### src/sfpc_pkg.sv
package sfpc_pkg;

    // ----------------------------------------------------------------
    // Timing, all derived from the 20 MHz core clock
    // ----------------------------------------------------------------
    localparam int CLK_NS = 50;
    localparam int SYNC_STAGES = 2;
    // Strobe low time, well above the part's glitch filter
    localparam int WE_LOW_NS = 100;
    localparam int WE_LOW_CYC = (WE_LOW_NS + CLK_NS - 1) / CLK_NS;
    // Read settle time, plus the input synchroniser delay
    localparam int RD_ACC_NS = 150;
    localparam int RD_CYC = (RD_ACC_NS + CLK_NS - 1) / CLK_NS + SYNC_STAGES;
    // Inter-byte load window; longest time, rounded down
    localparam int LOAD_WINDOW_US = 150;
    localparam int WINDOW_CYC = (LOAD_WINDOW_US * 1000) / CLK_NS;
    // Quiet time after the last load, strictly longer than the window
    localparam int CLOSE_CYC = WINDOW_CYC + 1;
    localparam int PWRUP_MS = 5;
    localparam int PWRUP_CYC = (PWRUP_MS * 1000000) / CLK_NS;
    localparam int PROG_CYCLE_MS = 10;
    localparam int PROG_CYCLE_CYC = (PROG_CYCLE_MS * 1000000) / CLK_NS;
    // Typical figure only, so the poll timeout allows twice it
    localparam int POLL_MARGIN = 2;
    localparam int PROG_TIMEOUT_CYC = PROG_CYCLE_CYC * POLL_MARGIN;

    // ----------------------------------------------------------------
    // Geometry and widths
    // ----------------------------------------------------------------
    localparam int SECTOR_BYTES = 128;
    localparam int CMD_LEN = 3;
    localparam int TMR_W = 20;
    localparam int WCNT_W = 3;
    localparam logic [6:0] LAST_OFFSET = 7'h7F;
    localparam logic [15:0] ID_BASE = 16'h0000;

    // ----------------------------------------------------------------
    // Command sequences; set to the attached part's codes
    // ----------------------------------------------------------------
    localparam logic [2:0][16:0] CMD_ADDR = {17'h01555, 17'h00AAA, 17'h01555};
    localparam logic [2:0][7:0] CMD_UNLOCK = {8'hA0, 8'h55, 8'hAA};
    localparam logic [2:0][7:0] CMD_ID_IN = {8'h90, 8'h55, 8'hAA};
    localparam logic [2:0][7:0] CMD_ID_OUT = {8'hF0, 8'h55, 8'hAA};

    // ----------------------------------------------------------------
    // Types
    // ----------------------------------------------------------------
    typedef enum logic [1:0] {
        OP_READ = 2'h0,
        OP_LOAD = 2'h1,
        OP_PROG = 2'h2,
        OP_ID = 2'h3
    } sfpc_op_e;

    typedef enum logic [1:0] {
        PH_PRE = 2'h0,
        PH_BODY = 2'h1,
        PH_POLL = 2'h2,
        PH_POST = 2'h3
    } sfpc_phase_e;

    typedef enum logic [8:0] {
        ST_PWRUP = 9'h001,
        ST_IDLE = 9'h002,
        ST_SEQ = 9'h004,
        ST_WSET = 9'h008,
        ST_WLOW = 9'h010,
        ST_WHIGH = 9'h020,
        ST_READ = 9'h040,
        ST_WAIT = 9'h080,
        ST_SPARE = 9'h100
    } sfpc_state_e;

    typedef struct packed {
        logic valid;
        sfpc_op_e op;
        logic [16:0] addr;
        logic [7:0] data;
    } sfpc_req_s;

    typedef struct packed {
        logic valid;
        logic err;
        logic [7:0] data;
    } sfpc_rsp_s;

    typedef struct packed {
        logic [16:0] addr;
        logic [7:0] dq_out;
        logic dq_oe;
        logic ce_n;
        logic oe_n;
        logic we_n;
    } sfpc_pins_s;

    typedef struct packed {
        sfpc_state_e fsm;
        sfpc_op_e job;
        sfpc_phase_e phase;
        logic [1:0] pre;
        logic [7:0] bidx;
        logic [9:0] sector;
        logic [16:0] raddr;
        logic [16:0] addr;
        logic [7:0] dout;
        logic dq_oe;
        logic ce_n;
        logic oe_n;
        logic we_n;
        logic [WCNT_W-1:0] wcnt;
        logic [7:0] rdat;
        logic [7:0] dq_s1;
        logic [7:0] dq_s2;
        logic ready;
        logic rsp_v;
        logic rsp_err;
    } sfpc_state_s;

    typedef struct packed {
        logic [TMR_W-1:0] cnt;
    } sfpc_tmr_s;

endpackage : sfpc_pkg

### src/sfpc_timer.sv
`timescale 1ns/100ps
module sfpc_timer
    import sfpc_pkg::*;
#(
    parameter logic [TMR_W-1:0] INIT = '0
) (
    input wire logic core_clk,
    input wire logic rstn,
    input wire logic load,
    input wire logic [TMR_W-1:0] load_val,
    output logic done
);

    sfpc_tmr_s st;
    sfpc_tmr_s next_st;

    // Down counter; a load wins over the count
    always_comb begin
        next_st = st;
        if (load) begin
            next_st.cnt = load_val;
        end else if (st.cnt != '0) begin
            next_st.cnt = st.cnt - 1'b1;
        end
    end

    // Starts already loaded so power-up waits without a trigger
    always_ff @(posedge core_clk or negedge rstn) begin
        if (!rstn) begin
            st <= '{cnt: INIT};
        end else begin
            st <= next_st;
        end
    end

    assign done = (st.cnt == '0);

endmodule : sfpc_timer

### src/sfpc_host.sv
`timescale 1ns/100ps
module sfpc_host
    import sfpc_pkg::*;
#(
    parameter int unsigned PWRUP_WAIT = PWRUP_CYC,
    parameter int unsigned POLL_LIMIT = PROG_TIMEOUT_CYC
) (
    input wire logic core_clk,
    input wire logic rstn,
    input wire sfpc_req_s req,
    output logic req_ready,
    output sfpc_rsp_s rsp,
    input wire logic lock_on,
    output sfpc_pins_s pins,
    input wire logic [7:0] pin_dq_in
);

    // ----------------------------------------------------------------
    // State, sector buffer and timer
    // ----------------------------------------------------------------
    // Enum fields named so the default value never lands on an enum
    localparam sfpc_state_s ST_RST = '{fsm: ST_PWRUP, job: OP_READ, phase: PH_PRE,
                                       ce_n: 1'b1, oe_n: 1'b1, we_n: 1'b1, default: '0};

    sfpc_state_s st;
    sfpc_state_s next_st;
    logic [7:0] sec_buf [SECTOR_BYTES];
    logic tmr_load;
    logic [TMR_W-1:0] tmr_val;
    logic tmr_done;

    sfpc_timer #(
        .INIT(TMR_W'(PWRUP_WAIT))
    ) u_timer (
        .core_clk(core_clk),
        .rstn(rstn),
        .load(tmr_load),
        .load_val(tmr_val),
        .done(tmr_done)
    );

    // Staging buffer lets a whole sector burst out inside the window
    always_ff @(posedge core_clk) begin
        if (st.fsm == ST_IDLE && req.valid && req.op == OP_LOAD) begin
            sec_buf[req.addr[6:0]] <= req.data;
        end
    end

    // ----------------------------------------------------------------
    // Bus cycle helpers
    // ----------------------------------------------------------------
    // Drive address and data first; strobes follow one cycle later
    function automatic sfpc_state_s start_wr(input sfpc_state_s s, input logic [16:0] a, input logic [7:0] d);
        sfpc_state_s r;
        r = s;
        r.addr = a;
        r.dout = d;
        r.dq_oe = 1'b1;
        r.fsm = ST_WSET;
        return r;
    endfunction : start_wr

    // Both enables low, write enable held high for the whole read
    function automatic sfpc_state_s start_rd(input sfpc_state_s s, input logic [16:0] a);
        sfpc_state_s r;
        r = s;
        r.addr = a;
        r.dq_oe = 1'b0;
        r.ce_n = 1'b0;
        r.oe_n = 1'b0;
        r.wcnt = WCNT_W'(RD_CYC - 1);
        r.fsm = ST_READ;
        return r;
    endfunction : start_rd

    // ----------------------------------------------------------------
    // Sequencer
    // ----------------------------------------------------------------
    always_comb begin
        next_st = st;
        tmr_load = 1'b0;
        tmr_val = '0;
        next_st.rsp_v = 1'b0;
        case (st.fsm)
            ST_PWRUP: begin
                if (tmr_done) begin
                    next_st.fsm = ST_IDLE;
                end
            end
            ST_IDLE: begin
                if (req.valid) begin
                    next_st.job = req.op;
                    next_st.phase = PH_PRE;
                    next_st.pre = '0;
                    next_st.bidx = '0;
                    next_st.sector = req.addr[16:7];
                    next_st.raddr = req.addr;
                    next_st.rsp_err = 1'b0;
                    if (req.op == OP_LOAD) begin
                        next_st.rsp_v = 1'b1;
                        next_st.rdat = req.data;
                    end else begin
                        next_st.fsm = ST_SEQ;
                    end
                end
            end
            ST_SEQ: begin
                case (st.job)
                    OP_PROG: begin
                        // lock prefix before any data load
                        if (st.phase == PH_PRE) begin
                            if (lock_on && st.pre < 2'(CMD_LEN)) begin
                                next_st = start_wr(st, CMD_ADDR[st.pre], CMD_UNLOCK[st.pre]);
                                next_st.pre = st.pre + 1'b1;
                            end else begin
                                next_st.phase = PH_BODY;
                            end
                        end else if (st.phase == PH_BODY) begin
                            if (st.bidx < 8'(SECTOR_BYTES)) begin
                                next_st = start_wr(st, {st.sector, st.bidx[6:0]}, sec_buf[st.bidx[6:0]]);
                                next_st.bidx = st.bidx + 1'b1;
                            end else begin
                                tmr_load = 1'b1;
                                tmr_val = TMR_W'(CLOSE_CYC);
                                next_st.fsm = ST_WAIT;
                            end
                        // true bit seven ends the wait
                        end else begin
                            if (st.rdat[7] == sec_buf[LAST_OFFSET][7]) begin
                                next_st.rsp_v = 1'b1;
                                next_st.fsm = ST_IDLE;
                            end else if (tmr_done) begin
                                next_st.rsp_v = 1'b1;
                                next_st.rsp_err = 1'b1;
                                next_st.fsm = ST_IDLE;
                            end else begin
                                next_st = start_rd(st, {st.sector, LAST_OFFSET});
                            end
                        end
                    end
                    OP_ID: begin
                        if (st.phase == PH_PRE && st.pre < 2'(CMD_LEN)) begin
                            next_st = start_wr(st, CMD_ADDR[st.pre], CMD_ID_IN[st.pre]);
                            next_st.pre = st.pre + 1'b1;
                        end else if (st.phase == PH_PRE) begin
                            next_st = start_rd(st, {ID_BASE, st.raddr[0]});
                            next_st.phase = PH_POST;
                            next_st.pre = '0;
                        end else if (st.pre < 2'(CMD_LEN)) begin
                            next_st = start_wr(st, CMD_ADDR[st.pre], CMD_ID_OUT[st.pre]);
                            next_st.pre = st.pre + 1'b1;
                        end else begin
                            next_st.rsp_v = 1'b1;
                            next_st.fsm = ST_IDLE;
                        end
                    end
                    default: begin
                        if (st.phase == PH_PRE) begin
                            next_st = start_rd(st, st.raddr);
                            next_st.phase = PH_POST;
                        end else begin
                            next_st.rsp_v = 1'b1;
                            next_st.fsm = ST_IDLE;
                        end
                    end
                endcase
            end
            ST_WSET: begin
                next_st.ce_n = 1'b0;
                next_st.we_n = 1'b0;
                next_st.wcnt = WCNT_W'(WE_LOW_CYC - 1);
                next_st.fsm = ST_WLOW;
            end
            ST_WLOW: begin
                if (st.wcnt != '0) begin
                    next_st.wcnt = st.wcnt - 1'b1;
                end else begin
                    next_st.we_n = 1'b1;
                    next_st.ce_n = 1'b1;
                    next_st.fsm = ST_WHIGH;
                end
            end
            // Data held one cycle past the rising strobes
            ST_WHIGH: begin
                next_st.dq_oe = 1'b0;
                next_st.fsm = ST_SEQ;
            end
            ST_READ: begin
                if (st.wcnt != '0) begin
                    next_st.wcnt = st.wcnt - 1'b1;
                end else begin
                    next_st.rdat = st.dq_s2;
                    next_st.ce_n = 1'b1;
                    next_st.oe_n = 1'b1;
                    next_st.fsm = ST_SEQ;
                end
            end
            // bus quiet until the load period closes
            ST_WAIT: begin
                if (tmr_done) begin
                    tmr_load = 1'b1;
                    tmr_val = TMR_W'(POLL_LIMIT);
                    next_st = start_rd(st, {st.sector, LAST_OFFSET});
                    next_st.phase = PH_POLL;
                end
            end
            default: begin
                next_st.fsm = ST_IDLE;
            end
        endcase
        // Synchroniser set last; the bus helpers copy stale flops otherwise
        next_st.dq_s1 = pin_dq_in;
        next_st.dq_s2 = st.dq_s1;
        next_st.ready = (next_st.fsm == ST_IDLE);
    end

    always_ff @(posedge core_clk or negedge rstn) begin
        if (!rstn) begin
            st <= ST_RST;
        end else begin
            st <= next_st;
        end
    end

    // Outputs straight from state flops
    assign req_ready = st.ready;
    assign rsp = '{valid: st.rsp_v, err: st.rsp_err, data: st.rdat};
    assign pins = '{addr: st.addr, dq_out: st.dout, dq_oe: st.dq_oe, ce_n: st.ce_n, oe_n: st.oe_n, we_n: st.we_n};

    // ----------------------------------------------------------------
    // Checks
    // ----------------------------------------------------------------
    // Cycles since the last strobe rise inside a sector burst
    logic [12:0] gap_cnt;
    always_ff @(posedge core_clk or negedge rstn) begin
        if (!rstn) begin
            gap_cnt <= '0;
        end else if (!st.we_n || st.phase != PH_BODY || st.bidx == '0 || st.fsm == ST_WAIT) begin
            gap_cnt <= '0;
        end else begin
            gap_cnt <= gap_cnt + 1'b1;
        end
    end

    chk_no_contention: assert property (@(posedge core_clk) disable iff (!rstn) st.dq_oe |-> st.oe_n)
        else $error("data driven while output enable low");
    chk_we_with_ce: assert property (@(posedge core_clk) disable iff (!rstn) !st.we_n |-> !st.ce_n && st.oe_n)
        else $error("write strobe without chip enable");
    chk_we_pulse_width: assert property (@(posedge core_clk) disable iff (!rstn) $fell(st.we_n) |-> (!st.we_n)[*2])
        else $error("write strobe too short");
    chk_load_gap: assert property (@(posedge core_clk) disable iff (!rstn) gap_cnt < 13'(WINDOW_CYC))
        else $error("inter-byte load gap too long");
    chk_sector_stable: assert property (@(posedge core_clk) disable iff (!rstn)
        $fell(st.we_n) && st.phase == PH_BODY |-> st.addr[16:7] == st.sector)
        else $error("sector address changed in burst");
    chk_full_sector: assert property (@(posedge core_clk) disable iff (!rstn)
        $rose(st.fsm == ST_WAIT) |-> st.bidx == 8'(SECTOR_BYTES))
        else $error("program started with partial sector");
    chk_quiet_wait: assert property (@(posedge core_clk) disable iff (!rstn)
        st.fsm == ST_WAIT |-> st.ce_n && st.we_n && st.oe_n)
        else $error("bus access before polling");
    chk_prefix_first: assert property (@(posedge core_clk) disable iff (!rstn)
        lock_on && st.job == OP_PROG && st.phase == PH_BODY && $fell(st.we_n) |-> st.pre == 2'(CMD_LEN))
        else $error("locked load without command prefix");
    chk_read_we_high: assert property (@(posedge core_clk) disable iff (!rstn) !st.oe_n |-> st.we_n ##1 st.we_n)
        else $error("write enable low during read");

    cov_prog_ok: cover property (@(posedge core_clk) disable iff (!rstn) st.rsp_v && st.job == OP_PROG && !st.rsp_err);
    cov_prog_err: cover property (@(posedge core_clk) disable iff (!rstn) st.rsp_v && st.rsp_err);
    cov_id_read: cover property (@(posedge core_clk) disable iff (!rstn) st.rsp_v && st.job == OP_ID);

endmodule : sfpc_host

### config.mk
export PLATFORM = sky130hd
export DESIGN_NAME = sfpc_host
export DESIGN_NICKNAME = d
export VERILOG_FILES = /design/src/sfpc_pkg.sv /design/src/sfpc_timer.sv /design/src/sfpc_host.sv
export SDC_FILE = /design/constraint.sdc
export NUM_CORES = 1
export LEC_CHECK = 0
export ABC_AREA = 0
export BUFFER_PORTS_ARGS = -buffer_cell sky130_fd_sc_hd__buf_2
export CAP_MARGIN = 15
export CORE_MARGIN = 4
export CORE_UTILIZATION = 40
export DETAILED_ROUTE_END_ITERATION = 8
export GPL_TIMING_DRIVEN = 0
export PLACE_DENSITY = 0.62
export SYNTH_ARGS = -nofsm -noshare
export SYNTH_HDL_FRONTEND = slang
export SYNTH_SLANG_ARGS = --single-unit
export TNS_END_PERCENT = 20
### constraint.sdc
create_clock -name core_clk -period 5.65 [get_ports core_clk]
set_clock_uncertainty 0.1 [all_clocks]
set_input_delay 0.565 -clock core_clk [delete_from_list [all_inputs] [get_ports core_clk]]
set_output_delay 0.565 -clock core_clk [all_outputs]
set_load 0.01 [all_outputs]
==> impl_metrics.yaml <==
status:
  outcome: "finished clean"
detailed_routing:
  dr.pass1.iters: 7
  dr_total_vias: 26500
  wire_per_inst_um: 31.7
  drc: 0
  via_per_inst: 6.02
  postRouteWirelength_um: 139000
  ant_nets: 0
  drtIter0Drc: 3564
sta:
  whs_ns: 0.0627
  max_freq_mhz: 194
  fin_ws_ns: 0.484
  setup_violations: 0
  tightest_slew_ns: 1.35
  min_period_ns: 5.17
  slew_violations: 0
  slew_headroom_pct: 10.3
  period_share_pct: 91.4
  rsz0062_at_grt: "false"
  tns_ns: 0
  hold_violations: 0
synthesis:
  synthCells: 2552
  syn_area_um2: 46300
  synth_top_family_by_area: "multiplexers"
  synth_area_per_cell_um2: 18.1
  synth-xor-area-share_pct: 0.341
  synth_warnings: 0
  synthDominantCellAreaShare_pct: 66.5
  synth.area.top_cells: "edfxtp_1, mux4_2, dfrtp_1"
  synthMuxAreaShare_pct: 14.6
  synth_cell_types: 80
  synth_ff_type: "edfxtp_1"
  synth_nets: 2601
  ys_ff_latch: 1143
  synth_fa_ha_area_share_pct: 0.270
  synth-compound-area-share_pct: 4.58
  synth_edf_count: 1024
  synth_simple_gate_area_share_pct: 4.80
  async_reset_ff_share_pct: 10.4
  synth_area_leader_cell: "edfxtp_1"
  ys_seq_area_share_pct: 72.9
clocking:
  htree_levels: 3
  cts_tree: "yes"
  cts.sinks: 1143
  clk_latency_ns: 0.71
  clkTransAtPathRegs_ns: 0.06
  cts_buffer_depth: 3
  cts-root-buf: "clkbuf_16"
  numCtsBuffers: 114
setup_path:
  path_depth: 8
  cpPeakStageDelay_ns: 0.84
  crit_type: "reg2reg"
  arrival_ns: 5.39
  worstSetupEndpointType: "register"
  r2r_setup_slack_ns: 0.48
  path_max_fanout: 10
  path_delay_family: "simple AND/OR/NAND/NOR gates"
  path_cells: "nor4_1, and3_1, buf_2, nand2_2, nor3_1, nand2_1, buf_2, nor2_1"
  crit_path_start_kind: "register"
  cp_slowest_cell: "nor3_1"
  critPathBufInv: 2
  r2r_cells: 8
  crit_required_ns: 5.87
  cp_common_cell: "buf_2"
finish:
  area_delta_synth_final_pct: 14.2
  fin_area_um2: 52800
  layout_common_cells: "edfxtp_1, mux4_2, nor2_1"
  drive_gt1_share_pct: 22.4
  final_common_cell: "edfxtp_1"
  layout.nets: 2836
floorplan:
  io_pins: 79
  initial_utilization_pct: 40.4
  die_area_um2: 121000
  die_h_um: 348
  rows: 124
  core_um2: 115000
  die-width_um: 348
hold_path:
  whs_path_depth: 3
  hold_path.class: "in2reg"
pwr:
  peakVddDrop_mv: 0.259
  leakage_nw: 16.7
  power_density_nw_per_um2: 347
  p_total_mw: 18.3
place:
  place.gp.congestion: 0.995
  dpl_cell_area_um2: 49000
  hpwl_um: 93300
  pre_cts_ws_ns: 0.762
  io_buffers: 78
global_routing:
  grt_pass1_wl_um: 196000
  overflow: 0
  grt_start_max_net_pins: 98
  track_usage_pct: 22.7
  grt_antenna_before_repair: 3
  grt_pass1_vias: 26300
run:
  maxCapViolCount: 0
==> final cells by class <==
type                    instances  area [µm²]
fillers                      9680       61700
flip-flops and latches       1143       33700
multi-input cells            1199       11400
clock buffers                 148        3020
well taps                    1512        1890
repair buffers                119        1030
plain buffers                 172        1020
clock inverters                60         604
inverters                      38         143
diodes                          2        5.00
==> worst register-to-register path: cells and delay by family, from the launching register on <==
family	cells	cell delay (ns)
simple gates	6	3.58
buf+inv	2	0.68
flops	1	0.42
==> synthesized netlist by cell type, drive strengths merged, types with 3 or more instances <==
library cell	count
edfxtp	1024
mux4	217
nor2	192
mux2i	148
buf	112
dfrtp	109
nand2	77
a21oi	72
clkbuf	60
o21ai	60
o221ai	55
nor3	42
inv	37
o22ai	34
mux2	32
nand3	27
nor2b	26
a31oi	15
nor4	15
nand2b	14
nand4	13
a221oi	12
o31ai	12
xor2	11
dfstp	10
ha	10
and2	9
and3	9
a22oi	8
nor3b	8
or3	8
xnor2	7
a211oi	6
o211ai	6
a221o	4
a22o	4
and4	4
o21a	4
o41ai	4
or4	4
a21o	3
or2	3
==> flip-flops by register name, summed over array words and instances (netlist names) <==
signal,flops
rsp,10
u_timer.st,20
st,51
pins,29
sec_buf,1024
next_st,8
req_ready,1
==> layer usage <==
metal / GRT usage [%] / wire [µm] / up-vias
li1: - / - / 10700
met1: 30.6 / 54700 / 13900
met2: 36.1 / 65200 / 1542
met3: 5.49 / 13900 / 279
met4: 8.16 / 5370 / 4
met5: 0.785 / 148 / -
==> power by group <==
group	internal (mW)	switching (mW)
clock	4.19	3.23
combinational	0.520	0.752
sequential	9.45	0.179
==> final timing paths <==
| path | startpoint | end |
|---|---|---|
| worst min-delay path | req[8] | st[59] |
| worst max-delay path | st[107] | sec_buf[64][6] |
| worst max register to register | st[107] | sec_buf[64][6] |
| worst min register to register | next_st[4] | st[4] |
| max in group asynchronous | rstn | u_timer.st[16] |
| min in group asynchronous | rstn | st[85] |
==> logic make-up (layout without fill, tap and decap cells) <==
| kind of cell | Yosys count | in the layout |
|---|---|---|
| AND/OR/NAND/NOR | 460 | 460 |
| other | 1 | 3 |
| adder cells (fa/ha/maj) | 10 | 10 |
| flip-flops | 1143 | 1143 |
| buffers and inverters | 210 | 537 |
| XOR/XNOR | 18 | 18 |
| AO/OA/AOI/OAI | 313 | 313 |
| multiplexers | 397 | 397 |
==> metrics by stage <==
stage          util (%)  std cells
2_1_floorplan         -       2552
3_3_place_gp       42.4       4142
3_5_place_dp       42.8       4160
4_1_cts            46.1       4389
5_1_grt            46.1       4392
6_report           46.1       4393
==> timing repair <==
action | 4_1_cts | 5_1_grt
hold buffers | 21 | 0
setup buffers | 0 | 0
hold endpoints to repair | 68 | 0
resized for setup | 0 | 0
Power figures use the tool's default switching activity.
